<file path="src/logic/tocc_map.svh">
// Field positions, reset values and timing counts of the config block
// Assumes a 40 MHz mclk and a serial front end that reports register writes
//
// Overview of operation
// Expiry period is 100ms times code plus one
// Timeout runs only while watch enable set
// Action zero: expiry only sets the flag
// Action one: flag plus reset, keep listed bits
// Auto mode: off, flag, retry 400us/8ms
// Auto mode: overload gone leaves amplifier on
// Host mode: off, flag, clear power bit
// Host rewrites power bit to restart channel
// Frame check on: 32-bit CRC frames, else 24
// Frame check enable resets to one
// Interrupt low when flag and enable set
// Any completed transaction restarts timeout counter
`ifndef TOCC_MAP_SVH
`define TOCC_MAP_SVH
// ****************************************************************
// Field positions in device_configuration: low byte, plus the reference select at bit 8
// ****************************************************************
`define TOCC_FRAME_CHECK_BIT 0
`define TOCC_RESP_SEL_BIT    1
`define TOCC_WATCH_EN_BIT    2
`define TOCC_ACTION_BIT      3
`define TOCC_TSEL_LSB        4
`define TOCC_TSEL_MSB        7
`define TOCC_REF_SEL_BIT     8
// ****************************************************************
// Reset values
// ****************************************************************
`define TOCC_CFG_RESET       16'h0001
`define TOCC_CFG_KEEP_MASK   16'h0101
`define TOCC_CFG_WRITE_MASK  16'hFDFF
// ****************************************************************
// Timing
// ****************************************************************
`define TOCC_CLK_HZ          40000000
`define TOCC_TICK_MS         100
`define TOCC_RETRY_PERIOD_US 8000
`define TOCC_RETRY_ON_US     400
`define TOCC_US_CYCLES(us)   ((us) * (`TOCC_CLK_HZ / 1000000))
`define TOCC_FRAME_LONG      6'd32
`define TOCC_FRAME_SHORT     6'd24
`endif

</file>
<file path="src/logic/tocc_pkg.sv">
// Types shared by the timeout, overload and frame-check configuration block
// Assumes the map header is compiled alongside
package tocc_pkg;
	// Register write request from the serial front end
	typedef struct packed {
		logic        valid;  // One-cycle write strobe
		logic [15:0] data;   // Value written
	} tocc_wr_t;
	// Overload retry state per channel
	typedef enum logic [1:0] {TOCC_OK, TOCC_OFF, TOCC_RETRY} tocc_ovl_t;
endpackage

</file>
<file path="src/logic/tocc_config.sv">
// Configuration register low byte: expiry watch, overload response, frame check
// Assumes the serial front end gives cfg writes, power writes and transaction pulses
`timescale 1ns/10ps
`include "tocc_map.svh"
module tocc_config #(
	parameter int unsigned TICK_CYCLES  = `TOCC_TICK_MS * (`TOCC_CLK_HZ / 1000),
	parameter int unsigned RETRY_CYCLES = `TOCC_US_CYCLES(`TOCC_RETRY_PERIOD_US),
	parameter int unsigned ON_CYCLES    = `TOCC_US_CYCLES(`TOCC_RETRY_ON_US)
) (
	input  wire logic              mclk,
	input  wire logic              rst,
	input  wire logic              clk_en,
	input  wire tocc_pkg::tocc_wr_t cfg_wr,
	input  wire tocc_pkg::tocc_wr_t pwr_wr,
	input  wire logic              flag_clear,
	input  wire logic              flag_enable,
	input  wire logic              xact_done,
	input  wire logic [3:0]        overload_in,
	output logic [15:0]            cfg_q,
	output logic [3:0]             channel_power_bits,
	output logic [3:0]             amp_on,
	output logic [3:0]             overload_flag,
	output logic                   expiry_flag,
	output logic                   soft_reset,
	output logic [5:0]             frame_bits,
	output logic                   crc_active,
	output logic                   int_n
);
	import tocc_pkg::*;

	// ****************************************************************
	// Decode helpers
	// ****************************************************************
	// Timeout limit in ticks: code plus one
	function automatic logic [4:0] ticks_of(input logic [3:0] code);
		ticks_of = {1'b0, code} + 5'h01;
	endfunction

	logic        watch_en;      // Expiry watch enable
	logic        action_rst;    // Expiry resets device
	logic        host_mode;     // Host-controlled overload
	logic [31:0] tick_cnt_q;    // Cycles within one 100ms tick
	logic [4:0]  tick_num_q;    // Ticks elapsed
	logic        expire;        // Expiry pulse
	logic [31:0] ret_cnt_q [4]; // Retry cycle counters
	tocc_ovl_t   ovl_st_q  [4]; // Overload state per channel

	assign watch_en   = cfg_q[`TOCC_WATCH_EN_BIT];
	assign action_rst = cfg_q[`TOCC_ACTION_BIT];
	assign host_mode  = cfg_q[`TOCC_RESP_SEL_BIT];
	assign crc_active = cfg_q[`TOCC_FRAME_CHECK_BIT];
	assign frame_bits = crc_active ? `TOCC_FRAME_LONG : `TOCC_FRAME_SHORT;
	// Greater-or-equal so a shorter period written mid-count still expires at once
	assign expire     = clk_en && watch_en && !xact_done && tick_num_q >= ticks_of(cfg_q[7:4]);
	assign int_n      = !(expiry_flag && flag_enable);

	// ****************************************************************
	// Configuration register
	// ****************************************************************
	// Writes, plus partial reset on expiry with action one
	always_ff @(posedge mclk or posedge rst) begin
		if (rst) begin
			cfg_q <= `TOCC_CFG_RESET;
		end else if (clk_en) begin
			if (expire && action_rst) begin
				cfg_q <= (cfg_q & `TOCC_CFG_KEEP_MASK) | (`TOCC_CFG_RESET & ~`TOCC_CFG_KEEP_MASK);
			end else if (cfg_wr.valid) begin
				cfg_q <= cfg_wr.data & `TOCC_CFG_WRITE_MASK;
			end
		end
	end

	// One-cycle soft reset to the rest of the device
	always_ff @(posedge mclk or posedge rst) begin
		if (rst) begin
			soft_reset <= 1'b0;
		end else if (clk_en) begin
			soft_reset <= expire && action_rst;
		end
	end

	// ****************************************************************
	// Expiry watch
	// ****************************************************************
	// Counts idle ticks; transactions restart it
	always_ff @(posedge mclk or posedge rst) begin
		if (rst) begin
			tick_cnt_q <= 32'h0;
			tick_num_q <= 5'h00;
		end else if (clk_en) begin
			if (!watch_en || xact_done || expire) begin
				tick_cnt_q <= 32'h0;
				tick_num_q <= 5'h00;
			end else if (tick_cnt_q == TICK_CYCLES - 1) begin
				tick_cnt_q <= 32'h0;
				tick_num_q <= tick_num_q + 5'h01;
			end else begin
				tick_cnt_q <= tick_cnt_q + 32'h1;
			end
		end
	end

	// Sticky expiry flag; set wins over clear, survives own reset
	always_ff @(posedge mclk or posedge rst) begin
		if (rst) begin
			expiry_flag <= 1'b0;
		end else if (clk_en) begin
			if (expire) begin
				expiry_flag <= 1'b1;
			end else if (flag_clear) begin
				expiry_flag <= 1'b0;
			end
		end
	end

	// ****************************************************************
	// Overload handling per channel
	// ****************************************************************
	// Channel power bits: host write, overload clear in host mode
	always_ff @(posedge mclk or posedge rst) begin
		if (rst) begin
			channel_power_bits <= 4'h0;
		end else if (clk_en) begin
			if (expire && action_rst) begin
				channel_power_bits <= 4'h0;
			end else begin
				for (int i = 0; i < 4; i++) begin
					if (host_mode && overload_in[i] && amp_on[i]) begin
						channel_power_bits[i] <= 1'b0;
					end else if (pwr_wr.valid) begin
						channel_power_bits[i] <= pwr_wr.data[i];
					end
				end
			end
		end
	end

	// Amplifier state machine and overload flags
	always_ff @(posedge mclk or posedge rst) begin
		if (rst) begin
			for (int i = 0; i < 4; i++) begin
				ovl_st_q[i]  <= TOCC_OK;
				ret_cnt_q[i] <= 32'h0;
			end
			overload_flag <= 4'h0;
		end else if (clk_en) begin
			for (int i = 0; i < 4; i++) begin
				if (overload_in[i] && amp_on[i]) begin
					overload_flag[i] <= 1'b1;
				end else if (expire && action_rst) begin
					overload_flag[i] <= 1'b0;
				end
				unique case (ovl_st_q[i])
					TOCC_OK: begin
						ret_cnt_q[i] <= 32'h0;
						if (overload_in[i] && channel_power_bits[i]) begin
							ovl_st_q[i] <= TOCC_OFF;
						end
					end
					TOCC_OFF: begin
						if (host_mode) begin
							if (channel_power_bits[i] && !overload_in[i]) begin
								ovl_st_q[i] <= TOCC_OK;
							end
						end else if (ret_cnt_q[i] == RETRY_CYCLES - ON_CYCLES - 1) begin
							ret_cnt_q[i] <= 32'h0;
							ovl_st_q[i]  <= TOCC_RETRY;
						end else begin
							ret_cnt_q[i] <= ret_cnt_q[i] + 32'h1;
						end
					end
					TOCC_RETRY: begin
						if (!overload_in[i]) begin
							ovl_st_q[i] <= TOCC_OK;
						end else if (ret_cnt_q[i] == ON_CYCLES - 1) begin
							ret_cnt_q[i] <= 32'h0;
							ovl_st_q[i]  <= TOCC_OFF;
						end else begin
							ret_cnt_q[i] <= ret_cnt_q[i] + 32'h1;
						end
					end
				endcase
			end
		end
	end

	// Amplifier power: powered channel not held off by overload
	always_comb begin
		for (int i = 0; i < 4; i++) begin
			amp_on[i] = channel_power_bits[i] && ovl_st_q[i] != TOCC_OFF;
		end
	end
endmodule

</file>
<file path="config.mk">
export PLATFORM = sky130hd
export DESIGN_NAME = tocc_config
export DESIGN_NICKNAME = d
export VERILOG_FILES = /design/src/logic/tocc_pkg.sv /design/src/logic/tocc_config.sv
export VERILOG_INCLUDE_DIRS = /design/src /design/src/logic
export SDC_FILE = /design/constraint.sdc
export NUM_CORES = 1
export LEC_CHECK = 0
export ABC_CLOCK_PERIOD_IN_PS = 15770
export BUFFER_PORTS_ARGS = -buffer_cell sky130_fd_sc_hd__buf_2
export CAP_MARGIN = 20
export CORE_MARGIN = 4
export CORE_UTILIZATION = 40
export DETAILED_ROUTE_END_ITERATION = 8
export PLACE_DENSITY = 0.55
export SYNTH_ARGS = -nofsm -noshare
export SYNTH_HDL_FRONTEND = slang
export SYNTH_SLANG_ARGS = --single-unit
</file>
<file path="constraint.sdc">
create_clock -name mclk -period 15.77 [get_ports mclk]
set_input_delay 2.3655 -clock mclk [delete_from_list [all_inputs] [get_ports mclk]]
set_output_delay 2.3655 -clock mclk [all_outputs]
set_load 0.05 [all_outputs]
</file>
==> flow_summary.yaml, run 1 <==
final_layout:
  final_nets: 1306
  layout_commonest_cell: "dfrtp_1"
  area_growth_pct: 10.7
  final_cell_mix: "dfrtp_1 (197), nor2_1 (178), nand2_1 (128), xor2_1 (72), buf_2 (64)"
  drive_gt1_share_pct: 10.3
clock_network:
  cts_hold_buf: 0
  cts_buffers: 17
  cts_resized: 0
  cts_root_buf: "clkbuf_16"
  path_clk_slew_ns: 0.08
  cts_tree: "yes"
  postCtsSetupRepairBufs: 0
  insertion_delay_ns: 0.45
  cts_num_sinks: 198
  cts_buffer_depth: 2
  cts_htree_levels: 4
synth:
  syn-instance-count: 1193
  ys.flop_type: "dfrtp_1"
  yosys_warnings: 0
  seq_area_frac_synth_pct: 45.4
  netlist_area_um2: 10900
  ys_types: 72
  avgSynthCellArea_um2: 9.14
  synth-edff-count: 0
  async_reset_ff_share_pct: 100
  synth_seq_cells: 198
pwr:
  seq_power_share_pct: 40.2
  p_comb_share_pct: 29.1
  p_clk_share_pct: 30.7
  peakVddDrop_uv: 79.0
  p_switching_uw: 527
  internal_power_uw: 919
  power.leakage_uw: 0.00536
  p_total_uw: 1450
  p_per_area_nw_per_um2: 120
  switching_share_pct: 36.4
global_routing:
  grt_pass1_vias: 8247
  grt_start_max_net_pins: 133
  grt_overflow: 0
  grt_antenna_before_repair: 1
  grt_usage_pct: 16.5
  grt_pass1_wl_um: 41800
place:
  portBuffers: 64
  dp_hpwl_um: 16200
  gp_congestion: 0.773
floorplan:
  die_area_um2: 30000
  placementRows: 60
  dieWidth_um: 173
  start_util_pct: 40.6
  core-area_um2: 26900
  dieHeight_um: 173
  io_pins: 82
hold_path:
  min_path_type: "register to register"
critical_path:
  cp-start-kind: "primary input"
  arrival_ns: 2.76
  critPathMaxFanout: 1
  critPathCaptureType: "output port"
  worstSetupPathType: "primary input to output port"
  crit_required_ns: 13.40
timing:
  drv_slew: 0
  fin_crit_sh_pct: 32.5
  fmax_ghz: 0.195
  period_needed_ns: 5.13
  slew-limit-headroom_pct: 29.5
  hold_viol: 0
  finalClockSkew_ns: 0.0157
  rsz0062_at_grt: "no"
  finalSetupTns_ns: 0
  setup_viol: 0
  worst_slew_pin_slew_ns: 1.05
run_status:
  outcome: "complete, no violations"
drt:
  drc: 0
  drt_wl_total_um: 24300
  wl_per_cell_um: 15.2
  avgViaCountPerCell: 5.33
  ant_nets: 0
  drt_iter0_drc: 589
  first_pass_iters: 5
  num_vias: 8486
run:
  maxCapViolCount: 0
[metrics by stage]
step                      util (%)  instance area (um2)  hold WS, ns  cells  setup slack [ns]
after floorplan                  -                10900        0.453   1196              8.01
after global placement        42.7                11500        0.462   1559             10.35
after detailed placement      42.8                11500        0.464   1560             10.35
after CTS                     44.9                12100        0.483   1592             10.64
after global routing          44.9                12100        0.519   1592             10.60
final                         44.9                12100        0.479   1593             10.64
[worst max-delay path: stages]
cell and delay [ns]:
buf_2 0.09, nand2_1 0.05, buf_2 0.25
[state kept, by name, indices dropped and copies added, names as in the netlist]
name,count
tick_cnt_q,32
cfg_q,15
overload_flag,4
expiry_flag,1
soft_reset,1
ret_cnt_q,128
channel_power_bits,4
tick_num_q,5
ovl_st_q,8
[worst paths after layout]
kind	slack, ns	endpoint	startpoint	cells past startpoint
max in group asynchronous	12.33	tick_num_q[0]$_DFFE_PP0P_	rst	3
worst max register to register	12.75	channel_power_bits[1]$_DFFE_PP0P_	cfg_q[4]$_DFFE_PP0P_	8
worst min-delay path	0.48	soft_reset$_DFFE_PP0P_	soft_reset$_DFFE_PP0P_	1
worst max-delay path	10.64	int_n	flag_enable	3
worst min register to register	0.48	soft_reset$_DFFE_PP0P_	soft_reset$_DFFE_PP0P_	1
min in group asynchronous	2.05	ret_cnt_q[121]$_DFFE_PP0P_	rst	2
[cells in the mapped netlist (4+ instances only)]
cell type | n | area (um2)
a21o_1 | 10 | 75.1
a21oi_1 | 26 | 130
a22o_1 | 25 | 219
a2bb2oi_1 | 4 | 35.0
a32o_1 | 4 | 40.0
and2_1 | 15 | 93.8
and3_1 | 32 | 200
and4_1 | 14 | 123
buf_2 | 9 | 45.0
buf_4 | 10 | 75.1
buf_6 | 4 | 45.0
clkbuf_1 | 25 | 93.8
dfrtp_1 | 197 | 4930
ha_1 | 24 | 300
inv_1 | 39 | 146
mux2_2 | 8 | 90.1
mux2i_1 | 5 | 50.1
nand2_1 | 128 | 480
nand2b_1 | 10 | 62.6
nand3_1 | 62 | 310
nand3b_1 | 4 | 30.0
nand4_1 | 48 | 300
nor2_1 | 178 | 668
nor2b_1 | 14 | 87.6
nor3_1 | 35 | 175
nor3_2 | 5 | 50.1
nor4_1 | 23 | 144
nor4b_1 | 4 | 35.0
o21ai_0 | 38 | 190
o2bb2ai_1 | 4 | 35.0
o31ai_1 | 7 | 52.6
or3_1 | 4 | 25.0
or4_1 | 6 | 45.0
xnor2_1 | 49 | 429
xor2_1 | 72 | 631
[logic make-up (layout without fill, tap and decap cells)]
logic type | after synthesis | in the layout | share of synthesized area [%]
simple gates | 600 | 600 | 27.6
flops | 198 | 198 | 45.4
compound gates | 146 | 146 | 9.22
xor+xnor | 121 | 121 | 9.72
buf+inv | 89 | 144 | 3.79
fa+ha+maj | 24 | 24 | 2.75
mux | 14 | 14 | 1.42
other cells | 1 | 5 | 0.0344
[per-layer routing]
layer	track usage, %	routed length, um	vias to the layer above
met5	0	0	-
met4	3.99	271	0
met3	3.30	675	16
met2	26.9	11400	91
met1	22.8	12000	4131
li1	-	-	4248
[area by class of cell]
cell class	instances	area [um2]
Antenna cell	1	2.50
Clock buffer	22	464
Clock inverter	10	120
Fill cell	2646	14800
Inverter	40	158
Multi-Input combinational cell	909	5550
Sequential cell	198	4960
Tap cell	341	427
Timing Repair Buffer	72	400
[power groups by stage]
stage / clock [uW] / combinational (uW) / sequential (uW)
floorplan: 0 / 294 / 624
global placement: 0 / 418 / 589
detailed placement: 0 / 424 / 590
CTS: 458 / 426 / 580
global route: 479 / 467 / 587
finish: 444 / 421 / 581
Note: power is estimated with default switching activity, not from simulation.
==> run 2: changes to the inputs <==
--- a/config.mk
+++ b/config.mk
@@ -6,13 +6,14 @@
 export SDC_FILE = /design/constraint.sdc
 export NUM_CORES = 1
 export LEC_CHECK = 0
-export ABC_CLOCK_PERIOD_IN_PS = 15770
+export ABC_AREA = 1
+export ABC_CLOCK_PERIOD_IN_PS = 4840
 export BUFFER_PORTS_ARGS = -buffer_cell sky130_fd_sc_hd__buf_2
 export CAP_MARGIN = 20
 export CORE_MARGIN = 4
 export CORE_UTILIZATION = 40
 export DETAILED_ROUTE_END_ITERATION = 8
-export PLACE_DENSITY = 0.55
+export PLACE_DENSITY = 0.54
 export SYNTH_ARGS = -nofsm -noshare
 export SYNTH_HDL_FRONTEND = slang
 export SYNTH_SLANG_ARGS = --single-unit
==> constraint.sdc (replaced) <==
create_clock -name mclk -period 4.84 [get_ports mclk]
set_input_delay 0.726 -clock mclk [delete_from_list [all_inputs] [get_ports mclk]]
set_output_delay 0.726 -clock mclk [all_outputs]
set_load 0.05 [all_outputs]
==> run 2 against run 1 <==
Against the previous run: the run now ends with design-rule violations left; count of clock-buffer cells in the layout fell by 4; area after synthesis grew 31%; clock power grew to 3.3 times the previous value; final area rose by 28%; worst setup slack got worse by 8.6 ns; sequential power grew to 3.1 times the previous value; utilization decreased by 0.52 points; synthesized cell count rose by 87%; via count is 65% higher; largest cell class unchanged.
==> flow_summary.yaml, run 2 <==
floorplan:
  placementRows: 68
  io_pins: 82
  start_util_pct: 40.9
  dieHeight_um: 197
  die_area_um2: 38800
  core-area_um2: 34900
  dieWidth_um: 197
global_routing:
  grt_overflow: 0
  grt_antenna_before_repair: 1
  grt_usage_pct: 20.6
  grt_pass1_wl_um: 66900
  grt_pass1_vias: 13600
  grt_start_max_net_pins: 127
timing:
  drv_slew: 0
  hold_viol: 0
  finalSetupTns_ns: 0
  fmax_ghz: 0.358
  period_needed_ns: 2.79
  setup_viol: 0
  hold_slack_ns: 0.334
  rsz0062_at_grt: "no"
  slew-limit-headroom_pct: 37.8
  fin_crit_sh_pct: 57.7
  finalClockSkew_ns: 0.0122
  worst_slew_pin_slew_ns: 0.930
drt:
  num_vias: 14000
  wl_per_cell_um: 14.3
  ant_nets: 0
  drc: 3
  drt_iter0_drc: 840
  first_pass_iters: 9
  avgViaCountPerCell: 5.13
  drt_wl_total_um: 39100
final_layout:
  top_register: "ret_cnt_q"
  reg.largest.list: "ret_cnt_q x128, tick_cnt_q x32, cfg_q x15"
  layout_commonest_cell: "nand2_1"
  final_cell_mix: "nand2_1 (752), nor2_1 (350), nand3_1 (275), inv_1 (210), dfrtp_1 (197)"
  final_nets: 2334
  fill_cells: 3769
  largest_register_ffs: 128
  area_growth_pct: 8.58
  drive_gt1_share_pct: 6.93
clock_network:
  cts_htree_levels: 4
  cts_hold_buf: 0
  cts_root_buf: "clkbuf_16"
  cts_resized: 0
  cts_tree: "yes"
  path_clk_slew_ns: 0.08
  insertion_delay_ns: 0.46
  cts_buffers: 17
  postCtsSetupRepairBufs: 0
  cts_buffer_depth: 2
  cts_num_sinks: 198
critical_path:
  slowest_delay_ns: 0.61
  worstSetupPathType: "register to output port"
  critPathMaxFanout: 17
  cp-start-kind: "register"
  path_cells: "inv_1 > ha_1 > nor2_1 > buf_2"
  critPathCaptureType: "output port"
  crit_required_ns: 4.11
  cp_slowest_cell: "ha_1"
  arrival_ns: 2.07
synth:
  synth-edff-count: 0
  seq_area_frac_synth_pct: 34.7
  synth_seq_cells: 198
  synth_common_cells: "nand2_1 (752), nor2_1 (350), nand3_1 (275), inv_1 (211), dfrtp_1 (197)"
  ys.flop_type: "dfrtp_1"
  synth_area_leader_cell: "dfrtp_1"
  synth.top_cell.area_share_pct: 34.5
  avgSynthCellArea_um2: 6.38
  async_reset_ff_share_pct: 100
  yosys-top-cells-area: "dfrtp_1 (35%), nand2_1 (20%), nand3_1 (9.6%)"
  synth.most_common_cell: "nand2_1"
  yosys_warnings: 0
  syn-instance-count: 2235
  ys_types: 40
  netlist_area_um2: 14300
place:
  portBuffers: 64
  dp_hpwl_um: 28300
  gp_congestion: 0.857
run_status:
  violations: "design-rule violations"
  outcome: "finished with violations"
hold_path:
  min_path_type: "primary input to async pin"
pwr:
  peakVddDrop_uv: 234
  power.leakage_uw: 0.00722
  p_per_area_nw_per_um2: 316
run:
  maxCapViolCount: 0
[run 2: cell count changes in the layout (fill, tap and decap cells not counted), sizes merged, moves of 24 or more]
| cell | before | now |
|---|---|---|
| inv | 41 | 220 |
| a22o | 25 | 0 |
| and3 | 32 | 4 |
| xnor2 | 49 | 16 |
| nor2 | 180 | 368 |
| a21oi | 26 | 86 |
| nor4 | 25 | 1 |
| nand3 | 62 | 280 |
| nand2 | 128 | 761 |
[run 2: worst max-delay path, delay by kind of cell (launching register included)]
kind	cells	cell delay [ns]
AND/OR/NAND/NOR	1	0.23
adder cells (fa/ha/maj)	1	0.61
flip-flops	1	0.40
buffers and inverters	2	0.36
[run 2: kinds of logic (layout without fill, tap and decap cells)]
logic type	after synthesis	count (layout)	share of synthesized area, %
simple gates	1515	1515	45.1
buf+inv	287	328	8.60
flops	198	198	34.7
compound gates	142	142	5.24
xor+xnor	68	68	4.17
fa+ha+maj	24	24	2.10
other cells	1	5	0.0263
[run 2: through the flow]
| stage | cell area [um2] | util, % | setup WS, ns | cells | total power [uW] |
|---|---|---|---|---|---|
| floorplan | 14300 | - | 1.55 | 2238 | 3060 |
| global placement | 14900 | 42.7 | 1.89 | 2701 | 3440 |
| detailed placement | 14900 | 42.7 | 1.88 | 2701 | 3460 |
| CTS | 15500 | 44.4 | 2.03 | 2733 | 4960 |
| global route | 15500 | 44.4 | 1.81 | 2735 | 5200 |
| finish | 15500 | 44.4 | 2.05 | 2735 | 4890 |
[run 2: power breakdown]
part           total (uW)  internal [uW]  switching (uW)
clock                1480            737             743
combinational        1580            328            1250
sequential           1830           1740            92.4
total                4890           2810            2090
[run 2: layout make-up]
cell class              instances  area (um2)  share of cell area [%]
clock inverters                14         163                    1.05
well taps                     455         569                    3.67
diodes                          1        2.50                  0.0162
clock buffers                  18         429                    2.77
flip-flops and latches        198        4960                    32.0
multi-input cells            1753        8100                    52.3
repair buffers                 80         453                    2.92
inverters                     216         818                    5.28
[run 2: routing by layer]
| layer | share of wire [%] | track usage (%) | vias to the layer above | wire [um] |
|---|---|---|---|---|
| met1 | 47 | 27.2 | 6537 | 18300 |
| met5 | 0 | 0 | - | 0 |
| met2 | 47 | 35.1 | 282 | 18600 |
| li1 | - | - | 7174 | - |
| met4 | 2.0 | 5.26 | 0 | 763 |
| met3 | 3.9 | 3.61 | 44 | 1540 |
[run 2: final timing paths]
path / from / endpoint / slack [ns] / cells past startpoint
max in group asynchronous: rst / ret_cnt_q[116]$_DFFE_PP0P_ / 3.39 / 3
worst max register to register: cfg_q[4]$_DFFE_PP0P_ / cfg_q[13]$_DFFE_PP0P_ / 2.14 / 12
worst min register to register: cfg_q[13]$_DFFE_PP0P_ / cfg_q[13]$_DFFE_PP0P_ / 0.48 / 2
min in group mclk: cfg_wr[8] / cfg_q[8]$_DFFE_PP0P_ / 0.46 / 3
worst max-delay path: ovl_st_q[3]$_DFFE_PP0P_ / amp_on[2] / 2.05 / 4
worst min-delay path: rst / ret_cnt_q[93]$_DFFE_PP0P_ / 0.33 / 2
